===== config.mk =====
export PLATFORM = sky130hd
export DESIGN_NAME = gp56_ports
export DESIGN_NICKNAME = d
export VERILOG_FILES = /design/src/verilog/gp56_ports.v /design/src/verilog/gp56_pin_sync.v
export VERILOG_INCLUDE_DIRS = /design/src /design/src/verilog
export SDC_FILE = /design/constraint.sdc
export NUM_CORES = 1
export LEC_CHECK = 0
export ABC_AREA = 1
export BUFFER_PORTS_ARGS = -buffer_cell sky130_fd_sc_hd__buf_2
export CORE_MARGIN = 2
export CORE_UTILIZATION = 40
export DETAILED_ROUTE_END_ITERATION = 16
export GPL_TIMING_DRIVEN = 0
export HOLD_SLACK_MARGIN = 0.02
export PLACE_DENSITY_LB_ADDON = 0.05
export SYNTH_ARGS = -nofsm -noshare
export SYNTH_HDL_FRONTEND = slang
export SYNTH_HIERARCHICAL = 1
export SYNTH_SLANG_ARGS = --single-unit

===== constraint.sdc =====
create_clock -name clk -period 2.19 [get_ports clk]
set_input_delay 0.1095 -clock clk [delete_from_list [all_inputs] [get_ports clk]]
set_output_delay 0.1095 -clock clk [all_outputs]
set_load 0.01 [all_outputs]

===== src/verilog/gp56_defines.vh =====
// register offsets, reset values and power mode codes for the two-port gpio block
`ifndef GP56_DEFINES_VH
`define GP56_DEFINES_VH
`define GP56_ADR_W 16
`define GP56_P5_LATCH_OFS 16'hffd8
`define GP56_P5_DIR_OFS 16'hffe8
`define GP56_P5_PULLUP_OFS 16'hffef
`define GP56_P6_LATCH_OFS 16'hffd9
`define GP56_P6_DIR_OFS 16'hffe9
`define GP56_REG_RESET 8'h00
`define GP56_WO_READ 8'hff
`define GP56_UNMAPPED_READ 8'h00
`define GP56_MODE_W 3
`define GP56_MODE_ACTIVE 3'h0
`define GP56_MODE_SUBACTIVE 3'h1
`define GP56_MODE_SLEEP 3'h2
`define GP56_MODE_SUBSLEEP 3'h3
`define GP56_MODE_STANDBY 3'h4
`define GP56_MODE_WATCH 3'h5
`define GP56_SYNC_STAGES 2
`endif


===== src/verilog/gp56_ports.v =====
// two 8-bit gpio ports with wishbone register access
`timescale 1ns/1ps
`include "gp56_defines.vh"

// Function
// - Each port five pin is an output when its direction bit is 1 and an input when 0.
// - Port five pin 6 always feeds interrupt 6 and the timer event, pin 5 interrupt 5 and the converter trigger.
// - Port five pins float in reset, hold in sleep and subsleep, float in standby and watch, work otherwise.
// - A floating port five pin with its pull-up on is driven high in standby and watch.
// - A port five pull-up is on only when the direction bit is 0 and the pull-up bit is 1.
// - All port five pull-ups are off after reset.
// - The port six latch holds one bit per pin and clears to zero on reset.
// - Reading port six returns the latch bit for every output pin.
// - Reading port six returns the sampled pin level for every input pin.
// - A port six pin drives its latch bit when its direction bit is 1 and is an input otherwise.
// - The port six direction register is write only and reads as all ones.
// - The port six direction register clears to zero on reset.
// - Reading port five returns the latch for outputs and the sampled pin for inputs.
// - The port five direction register reads as all ones and all port five registers clear on reset.
module gp56_ports #(
	parameter WIDTH = 8
) (
	clk,
	reset,
	wb_cyc_i,
	wb_stb_i,
	wb_we_i,
	wb_adr_i,
	wb_sel_i,
	wb_dat_i,
	wb_dat_o,
	wb_ack_o,
	powerMode,
	p5PinIn,
	p5PinOut,
	p5PinOe_n,
	p5PullupOn,
	p6PinIn,
	p6PinOut,
	p6PinOe_n,
	extIrqIn,
	timerEventInput,
	converterExtTrigger
);
	input wire clk;
	input wire reset;
	input wire wb_cyc_i;
	input wire wb_stb_i;
	input wire wb_we_i;
	input wire [`GP56_ADR_W-1:0] wb_adr_i;
	input wire wb_sel_i;
	input wire [WIDTH-1:0] wb_dat_i;
	output reg [WIDTH-1:0] wb_dat_o;
	output reg wb_ack_o;
	input wire [`GP56_MODE_W-1:0] powerMode;
	input wire [WIDTH-1:0] p5PinIn;
	output reg [WIDTH-1:0] p5PinOut;
	output reg [WIDTH-1:0] p5PinOe_n;
	output reg [WIDTH-1:0] p5PullupOn;
	input wire [WIDTH-1:0] p6PinIn;
	output reg [WIDTH-1:0] p6PinOut;
	output reg [WIDTH-1:0] p6PinOe_n;
	output wire [WIDTH-1:0] extIrqIn;
	output wire timerEventInput;
	output wire converterExtTrigger;

	////////////////////////////////////////////////////////////////////////////////
	// registers

	reg [WIDTH-1:0] portFiveOutputLatch_r;
	reg [WIDTH-1:0] portFiveDirection_r;
	reg [WIDTH-1:0] portFivePullupCtrl_r;
	reg [WIDTH-1:0] portSixOutputLatch_r;
	reg [WIDTH-1:0] portSixDirection_r;
	wire [WIDTH-1:0] p5Sync;
	wire [WIDTH-1:0] p6Sync;
	wire busReq;
	wire wrEn;
	wire [WIDTH-1:0] p5ReadVal;
	wire [WIDTH-1:0] p6ReadVal;
	reg [WIDTH-1:0] readMux;
	wire [WIDTH-1:0] p5PullupLogic;
	wire resetState;
	reg holdState;
	reg floatState;
	// register selects
	wire selP5Latch;
	wire selP5Dir;
	wire selP5Pullup;
	wire selP6Latch;
	wire selP6Dir;
	genvar gi;

	// ack only on a fresh request, so it drops in the cycle after it was given
	assign busReq = wb_cyc_i & wb_stb_i & ~wb_ack_o;
	assign wrEn = busReq & wb_we_i & wb_sel_i;

	// one select per register keeps every write decode a single compare;
	// unmapped addresses match none, so their writes fall away
	assign selP5Latch = (wb_adr_i == `GP56_P5_LATCH_OFS);
	assign selP5Dir = (wb_adr_i == `GP56_P5_DIR_OFS);
	assign selP5Pullup = (wb_adr_i == `GP56_P5_PULLUP_OFS);
	assign selP6Latch = (wb_adr_i == `GP56_P6_LATCH_OFS);
	assign selP6Dir = (wb_adr_i == `GP56_P6_DIR_OFS);

	gp56_pin_sync #(.WIDTH(WIDTH)) u_sync5 (
		.clk(clk),
		.reset(reset),
		.pinAsync(p5PinIn),
		.pinSync(p5Sync)
	);

	// port six pins feed only the read path
	gp56_pin_sync #(.WIDTH(WIDTH)) u_sync6 (
		.clk(clk),
		.reset(reset),
		.pinAsync(p6PinIn),
		.pinSync(p6Sync)
	);

	always @(posedge clk) begin
		if (reset) begin
			portFiveOutputLatch_r <= `GP56_REG_RESET;
		end else if (wrEn && selP5Latch) begin
			portFiveOutputLatch_r <= wb_dat_i;
		end
	end

	// port five direction clears
	// write-only: software cannot read it back, so it must reset cleanly
	always @(posedge clk) begin
		if (reset) begin
			portFiveDirection_r <= `GP56_REG_RESET;
		end else if (wrEn && selP5Dir) begin
			portFiveDirection_r <= wb_dat_i;
		end
	end

	// pull-ups off at reset
	// the control bit survives a switch to output; the drive logic masks it
	always @(posedge clk) begin
		if (reset) begin
			portFivePullupCtrl_r <= `GP56_REG_RESET;
		end else if (wrEn && selP5Pullup) begin
			portFivePullupCtrl_r <= wb_dat_i;
		end
	end

	// latch clears
	// a cleared latch means a pin turned to output starts low
	always @(posedge clk) begin
		if (reset) begin
			portSixOutputLatch_r <= `GP56_REG_RESET;
		end else if (wrEn && selP6Latch) begin
			portSixOutputLatch_r <= wb_dat_i;
		end
	end

	always @(posedge clk) begin
		if (reset) begin
			portSixDirection_r <= `GP56_REG_RESET;
		end else if (wrEn && selP6Dir) begin
			portSixDirection_r <= wb_dat_i;
		end
	end

	////////////////////////////////////////////////////////////////////////////////
	// read path

	// one slice per pin: read value and pull-up enable
	generate
		for (gi = 0; gi < WIDTH; gi = gi + 1) begin : g_bit
			assign p5ReadVal[gi] = portFiveDirection_r[gi] ? portFiveOutputLatch_r[gi] :
				p5Sync[gi];
			assign p6ReadVal[gi] = portSixDirection_r[gi] ? portSixOutputLatch_r[gi] :
				p6Sync[gi];
			assign p5PullupLogic[gi] = ~portFiveDirection_r[gi] & portFivePullupCtrl_r[gi];
		end
	endgenerate

	always @* begin
		case (wb_adr_i)
			`GP56_P5_LATCH_OFS: readMux = p5ReadVal;
			`GP56_P5_DIR_OFS: readMux = `GP56_WO_READ;
			`GP56_P5_PULLUP_OFS: readMux = portFivePullupCtrl_r;
			`GP56_P6_LATCH_OFS: readMux = p6ReadVal;
			`GP56_P6_DIR_OFS: readMux = `GP56_WO_READ;
			default: readMux = `GP56_UNMAPPED_READ;
		endcase
	end

	// busReq needs ack low, so ack never lasts two cycles
	always @(posedge clk) begin
		if (reset) begin
			wb_ack_o <= 1'b0;
		end else begin
			wb_ack_o <= busReq;
		end
	end

	// read data stands until the next request,
	// so a slow master can still take it after ack
	always @(posedge clk) begin
		if (reset) begin
			wb_dat_o <= `GP56_REG_RESET;
		end else if (busReq) begin
			wb_dat_o <= readMux;
		end
	end

	////////////////////////////////////////////////////////////////////////////////
	// pin drive

	assign resetState = reset;

	// codes outside these four leave the pins fully functional;
	// hold and float never overlap, and reset outranks both below
	always @* begin
		holdState = 1'b0;
		floatState = 1'b0;
		case (powerMode)
			`GP56_MODE_SLEEP: begin
				holdState = 1'b1;
			end
			`GP56_MODE_SUBSLEEP: begin
				holdState = 1'b1;
			end
			`GP56_MODE_STANDBY: begin
				floatState = 1'b1;
			end
			`GP56_MODE_WATCH: begin
				floatState = 1'b1;
			end
			default: begin
				holdState = 1'b0;
				floatState = 1'b0;
			end
		endcase
	end

	// pin outputs are registered so sleep can simply stop updating them;
	// pins go high-impedance on the edge that samples reset
	always @(posedge clk) begin
		if (resetState) begin
			p5PinOut <= `GP56_REG_RESET;
			p5PinOe_n <= {WIDTH{1'b1}};
			p5PullupOn <= `GP56_REG_RESET;
		end else if (holdState) begin
			p5PinOut <= p5PinOut;
			p5PinOe_n <= p5PinOe_n;
			p5PullupOn <= p5PullupOn;
		end else if (floatState) begin
			p5PinOut <= p5PullupLogic;
			p5PinOe_n <= ~p5PullupLogic;
			p5PullupOn <= p5PullupLogic;
		end else begin
			p5PinOut <= portFiveOutputLatch_r;
			p5PinOe_n <= ~portFiveDirection_r;
			p5PullupOn <= p5PullupLogic;
		end
	end

	// port six has no pull-up, and keeps its normal drive in standby and watch
	always @(posedge clk) begin
		if (resetState) begin
			p6PinOut <= `GP56_REG_RESET;
			p6PinOe_n <= {WIDTH{1'b1}};
		end else if (holdState) begin
			p6PinOut <= p6PinOut;
			p6PinOe_n <= p6PinOe_n;
		end else begin
			p6PinOut <= portSixOutputLatch_r;
			p6PinOe_n <= ~portSixDirection_r;
		end
	end

	////////////////////////////////////////////////////////////////////////////////
	// routed inputs

	// routing regardless of direction
	// an output pin therefore still raises its own interrupt input
	assign extIrqIn = p5Sync;
	assign timerEventInput = p5Sync[6];
	assign converterExtTrigger = p5Sync[5];
endmodule // gp56_ports


===== src/verilog/gp56_pin_sync.v =====
// two-stage synchroniser for a vector of pin inputs
`timescale 1ns/1ps
module gp56_pin_sync #(
	parameter WIDTH = 8
) (
	clk,
	reset,
	pinAsync,
	pinSync
);
	input wire clk;
	input wire reset;
	input wire [WIDTH-1:0] pinAsync;
	output wire [WIDTH-1:0] pinSync;

	reg [WIDTH-1:0] stage1_r;
	reg [WIDTH-1:0] stage2_r;

	// first stage is read only by the second
	always @(posedge clk) begin
		if (reset) begin
			stage1_r <= {WIDTH{1'b0}};
			stage2_r <= {WIDTH{1'b0}};
		end else begin
			stage1_r <= pinAsync;
			stage2_r <= stage1_r;
		end
	end

	assign pinSync = stage2_r;
endmodule // gp56_pin_sync


==> results of run 1 <==
metal layers:
| layer | part of all wire, % | wire length, µm | up-vias |
|---|---|---|---|
| met3 | 4.5 | 576 | 27 |
| met4 | 3.0 | 386 | 0 |
| met5 | 0 | 0 | - |
| met2 | 46 | 5940 | 124 |
| met1 | 46 | 5915 | 2034 |
| li1 | - | - | 2301 |
how the worst min path moves through the flow:
stage / cells after the start / endpoint / slack [ps] / from
floorplan: 2 / u_sync5/stage1_r[0] / 220 / p5PinIn[0]
global placement: 3 / u_sync5/stage1_r[4] / 310 / p5PinIn[4]
detailed placement: 2 / u_sync6/pinSync[7] / 310 / reset
CTS: 4 / p5PinOe_n[4] / 60 / powerMode[1]
global route: 4 / p5PinOe_n[2] / 110 / powerMode[1]
finish: 4 / p5PinOe_n[4] / 80 / powerMode[1]
cells by family after synthesis:
kind of cell	synth area share, %
compound gates	16.03
buf+inv	11.38
flops	49.19
simple gates	23.40
metrics by stage:
| stage | setup WS (ps) | cells |
|---|---|---|
| floorplan | 814.1 | 631 |
| global placement | 582.8 | 883 |
| detailed placement | 590.9 | 883 |
| CTS | 580.1 | 939 |
| global route | 402.7 | 939 |
| finish | 577.2 | 939 |
cell type report:
cell class	count	area share (%)
Sequential cell	121	37.61
Multi-Input combinational cell	391	30.15
Timing Repair Buffer	130	12.04
Clock buffer	22	7.517
Inverter	89	5.264
Buffer	30	3.438
Tap cell	147	2.855
Clock inverter	9	1.127
report_power, final:
group          internal [mW]  switching [mW]
Combinational          0.162           0.223
Sequential              2.27          0.0304
Clock                   1.65           0.940
Total                   4.08            1.19
worst max-delay path, delay by kind of cell:
kind	cells	cell delay [ps]
buffers and inverters	4	1500
AO/OA/AOI/OAI	2	340
synth_stat cells, types with 2 or more instances:
master	count
clkinv_1	2
nand3_1	8
inv_1	83
nor3_1	8
nand2_4	3
nand3_4	3
nand2_1	120
o211ai_1	12
a21oi_1	61
nor2_2	9
buf_4	2
a21oi_2	3
and2_0	8
o21ai_1	8
buf_6	8
nand4_1	9
buf_8	2
nor2_1	62
nand2_2	6
o21ai_2	2
inv_2	3
dfxtp_1	121
nor2_4	4
clkbuf_1	14
buf_2	2
o21ai_0	62
==> impl_metrics.env, run 1 <==
export IMPL_ir_worst_vdd_mv=0.4743
export IMPL_drc=0
export IMPL_worst_hold_path_type="input pin to flip-flop"
export IMPL_core_mm2=0.01201
export IMPL_max_freq_mhz=620.0
export IMPL_worst_r2r_path_depth=7
export IMPL_max_cap_violations=0
export IMPL_async_flop_share_pct=0
export IMPL_hold_viol=0
export IMPL_worstSetupEndpointType="flip-flop"
export IMPL_cts_tree="yes"
export IMPL_synth_edf_count=0
export IMPL_antenna_found_initial=0
export IMPL_drt_pass1_iterations=4
export IMPL_ys_seq_elements=121
export IMPL_total_leakage_power_nw=2.912
export IMPL_clkLatencyLatePin_ps=420
export IMPL_drive_gt1_share_pct=23.61
export IMPL_regArea_mm2=0.002422
export IMPL_dieArea_mm2=0.01322
export IMPL_cp_cell_sequence="dlygate4sd3_1 -> buf_2 -> clkinv_1 -> clkbuf_1 -> o21ai_0 -> a21oi_1"
export IMPL_syn_nets=680
export IMPL_cp_slowest_stage_delay_ps=600
export IMPL_cp_endpoint="p5PullupOn[2]"
export IMPL_fin_skew_ps=4.828
export IMPL_worstPathMaxFanout=10
export IMPL_pin_count=108
export IMPL_final_antenna_net_count=0
export IMPL_cp_startpoint="reset"
export IMPL_diodes=0
export IMPL_finalCriticalPeriod_ps=1613
export IMPL_num_vias=4486
export IMPL_finalSetupViolations=0
export IMPL_synth_top_area_cell="dfxtp_1"
export IMPL_place_gp_congestion=0.8076
export IMPL_tightest_slew_ps=691.5
export IMPL_drt_iter0_markers=265
export IMPL_outcome="complete, no violations"
export IMPL_regToRegEndpoint="portSixDirection_r[6]"
export IMPL_placementRows=40
export IMPL_holdWs_ps=77.13
export IMPL_track_usage_pct=20.57
export IMPL_rrSetupSlack_ps=650
export IMPL_p_total_mw=5.277
export IMPL_postCtsResizedCells=0
export IMPL_place_area_mm2=0.005634
export IMPL_globalRouteMet1Util_pct=25.87
export IMPL_wl_um=12820
export IMPL_vias_per_cell=4.777
export IMPL_cts_buffer_depth=2
export IMPL_slew_viol_final=0
export IMPL_clkSinkCount=121
export IMPL_max_slew_margin_pct=53.90
export IMPL_synth_cell_type_count=32
export IMPL_die_w_um=115.0
export IMPL_postCtsSetupBuffers=0
export IMPL_powerDensity_mw_per_mm2=819.3
export IMPL_hold_buffers=25
export IMPL_syn_area_mm2=0.004925
export IMPL_syn_inst=631
export IMPL_stdcell_area_mm2=0.006441
export IMPL_cts_buffers=17
export IMPL_final_common_cell="dfxtp_1"
export IMPL_cp_arrival_ps=1960
export IMPL_grt_start_max_net_pins=17
export IMPL_fill_cells=1161
export IMPL_syn2layout_area_growth_pct=30.79
export IMPL_fin_tns_setup_ps=0
export IMPL_postLayoutCoreUtil_pct=53.63
export IMPL_cts_htree_levels=4
export IMPL_use_met3_pct=4.586
export IMPL_slowest_stage="dlygate4sd3_1"
export IMPL_clkTransAtPathRegs_ps=50
export IMPL_grt_pass1_wl_um=20580
export IMPL_syn_avg_cell_area_um2=7.805
export IMPL_hpwl_um=9724
export IMPL_synth_area_leaders="dfxtp_1, nand2_1, inv_1"
export IMPL_routedWlPerCell_um=13.65
export IMPL_grt_pass1_vias=4295
export IMPL_required_ps=2530
export IMPL_gr_usage_met2_pct=32.75
export IMPL_nets=829
export IMPL_start_util_pct=41.00
export IMPL_final_cell_mix="dfxtp_1, nand2_1, buf_2"
export IMPL_multiInputGateArea_mm2=0.001942
export IMPL_finalCritPeriodShare_pct=73.64
export IMPL_synth_ff_type="dfxtp_1"
export IMPL_yosysSeqAreaShare_pct=49.19
export IMPL_numPortBuffers=105
export IMPL_die_y_um=115.0
export IMPL_grt_ovfl_total=0
export IMPL_yosys_warnings=6
export IMPL_synth_top_area_share_pct=49.19
export IMPL_grt_busiest_layer="met2"
export IMPL_critPathKind="input pin to flip-flop"
export IMPL_cts_root_buf="clkbuf_16"
export IMPL_startpoint_type="input pin"
export IMPL_r2r_start="wb_ack_o"
export IMPL_rsz0062_at_grt="false"
No activity file was read; power rests on OpenSTA's default activity.
==> run 2: changes to the inputs <==
- clock period: 2.19 -> 1.46 ns (I/O delays scaled with it)
==> run 2 against run 1 <==
Critical endpoint is now portSixOutputLatch_r[6]; largest power group unchanged; die area unchanged; clock skew hardly changed; core utilization up 0.25 points; sequential cell count did not move; via count shrank 0.27%; critical path type is now flip-flop to flip-flop; critical path depth is the same.
==> impl_metrics.env, run 2 (synthesis results as in run 1) <==
export IMPL_max_cap_violations=0
export IMPL_max_freq_mhz=769.0
export IMPL_clkSinkCount=121
export IMPL_routedWlPerCell_um=13.55
export IMPL_start_util_pct=41.00
export IMPL_required_ps=1810
export IMPL_rsz0062_at_grt="false"
export IMPL_track_usage_pct=20.54
export IMPL_drt_pass1_iterations=4
export IMPL_die_y_um=115.0
export IMPL_drc=0
export IMPL_powerDensity_mw_per_mm2=1224
export IMPL_final_cell_mix="dfxtp_1, nand2_1, buf_2"
export IMPL_cts_root_buf="clkbuf_16"
export IMPL_worstPathMaxFanout=10
export IMPL_final_antenna_net_count=0
export IMPL_max_slew_margin_pct=54.27
export IMPL_cts_htree_levels=4
export IMPL_place_gp_congestion=0.8076
export IMPL_die_w_um=115.0
export IMPL_grt_pass1_wl_um=20560
export IMPL_place_area_mm2=0.005634
export IMPL_total_leakage_power_nw=2.925
export IMPL_drive_gt1_share_pct=23.65
export IMPL_hold_viol=0
export IMPL_drt_iter0_markers=281
export IMPL_startpoint_type="flip-flop"
export IMPL_cts_buffers=17
export IMPL_postLayoutCoreUtil_pct=53.87
export IMPL_slowest_stage="dfxtp_1"
export IMPL_finalCritPeriodShare_pct=89.06
export IMPL_cts_tree="yes"
export IMPL_syn2layout_area_growth_pct=31.40
export IMPL_stdcell_count=942
export IMPL_switching_share_pct=22.60
export IMPL_num_vias=4474
export IMPL_cp_slowest_stage_delay_ps=330
export IMPL_layout_setup_ws_ps=159.7
export IMPL_regArea_mm2=0.002422
export IMPL_critPathKind="flip-flop to flip-flop"
export IMPL_finalSetupViolations=0
export IMPL_clkTransAtPathRegs_ps=50
export IMPL_numPortBuffers=105
export IMPL_holdWs_ps=36.50
export IMPL_power_switching_mw=1.790
export IMPL_outcome="complete, no violations"
export IMPL_tightest_slew_ps=685.9
export IMPL_wl_um=12770
export IMPL_multiInputGateArea_mm2=0.001942
export IMPL_worst_hold_path_type="input pin to flip-flop"
export IMPL_power_share_clock_pct=49.2
export IMPL_dp_slack_ps=-102.6
export IMPL_core_mm2=0.01201
export IMPL_ir_worst_vdd_mv=0.7115
export IMPL_antenna_found_initial=0
export IMPL_combPwrFrac_pct=7.3
export IMPL_cp_arrival_ps=1650
export IMPL_worstSetupEndpointType="flip-flop"
export IMPL_hold_depth=4
export IMPL_placementRows=40
export IMPL_grt_pass1_vias=4300
export IMPL_p_int_mw=6.132
export IMPL_grt_ovfl_total=0
export IMPL_dieArea_mm2=0.01322
export IMPL_vias_per_cell=4.749
export IMPL_finalCriticalPeriod_ps=1300
export IMPL_place_inst=883
export IMPL_cp_cell_sequence="nor2_4 -> nand3_4 -> nor3_4 -> buf_6 -> o21ai_2 -> a21oi_2"
export IMPL_final_common_cell="dfxtp_1"
export IMPL_slew_viol_final=0
export IMPL_hpwl_um=9724
export IMPL_diodes=0
export IMPL_seq_power_share_pct=43.5
export IMPL_nets=832
export IMPL_worst_r2r_path_depth=6
export IMPL_clkLatencyLatePin_ps=410
export IMPL_fin_skew_ps=5.145
export IMPL_fill_cells=1161
export IMPL_pin_count=108
export IMPL_grt_start_max_net_pins=17
export IMPL_stdcell_area_mm2=0.006471
export IMPL_cts_buffer_depth=2
run 2: cell count changes in the layout (fill, tap and decap cells not counted):
cell | previous run | this run
inv_2 | 3 | 2
dlygate4sd3_1 | 25 | 27
buf_4 | 2 | 3
inv_4 | 0 | 1
run 2: power groups by stage:
stage | registers, mW | clock network (mW) | logic, mW
2_1_floorplan | 3.53 | 0 | 0.276
3_3_place_gp | 3.51 | 0 | 0.515
3_5_place_dp | 3.52 | 0 | 0.524
4_1_cts | 3.45 | 3.99 | 0.584
5_1_grt | 3.45 | 4.14 | 0.654
6_report | 3.45 | 3.89 | 0.581
run 2: critical path, delay by kind of cell, from the launching register on:
kind / cells / cell delay, ps
simple gates: 3 / 530
compound gates: 2 / 170
buf+inv: 1 / 200
flops: 1 / 330
run 2: stage by stage:
stage                     power (mW)  TNS [ps]
after floorplan                3.810         0
after global placement         4.028     -1216
after detailed placement       4.040     -1410
after CTS                      8.019         0
after global routing           8.247         0
final                          7.922         0
run 2: cell type report:
cell class	count	area share, %
buffer	30	3.422
clock buffer	22	7.483
clock inverter	9	1.121
inverter	89	5.278
multi-input combinational	391	30.01
sequential	121	37.43
tap	147	2.842
timing repair buffer	133	12.41
run 2: final timing paths:
| check | slack [ps] | to | start |
|---|---|---|---|
| worst max-delay path | 160 | portSixOutputLatch_r[6] | wb_ack_o |
| worst min-delay path | 40 | p5PinOe_n[4] | powerMode[1] |
| worst max register to register | 160 | portSixOutputLatch_r[6] | wb_ack_o |
| worst min register to register | 400 | u_sync5/pinSync[3] | u_sync5/stage1_r[3] |
run 2: timing repair:
| action | 4_1_cts | 5_1_grt |
|---|---|---|
| gates cloned | 0 | 0 |
| resized for setup | 0 | 1 |
| pin swaps | 1 | 0 |
| endpoints found under the hold margin | 74 | 0 |
| endpoints found under the setup margin | 18 | 1 |
| setup buffers | 1 | 0 |
| hold buffers | 27 | 0 |
run 2: metal layers:
layer  GRT usage (%)  up-vias  share of wire [%]  routed length (µm)
li1                -     2309                  -                   -
met2           32.67      112                 46                5927
met5               0        -                  0                   0
met4           11.49        0                3.0                 386
met3           4.586       27                4.4                 557
met1           25.83     2026                 46                5896
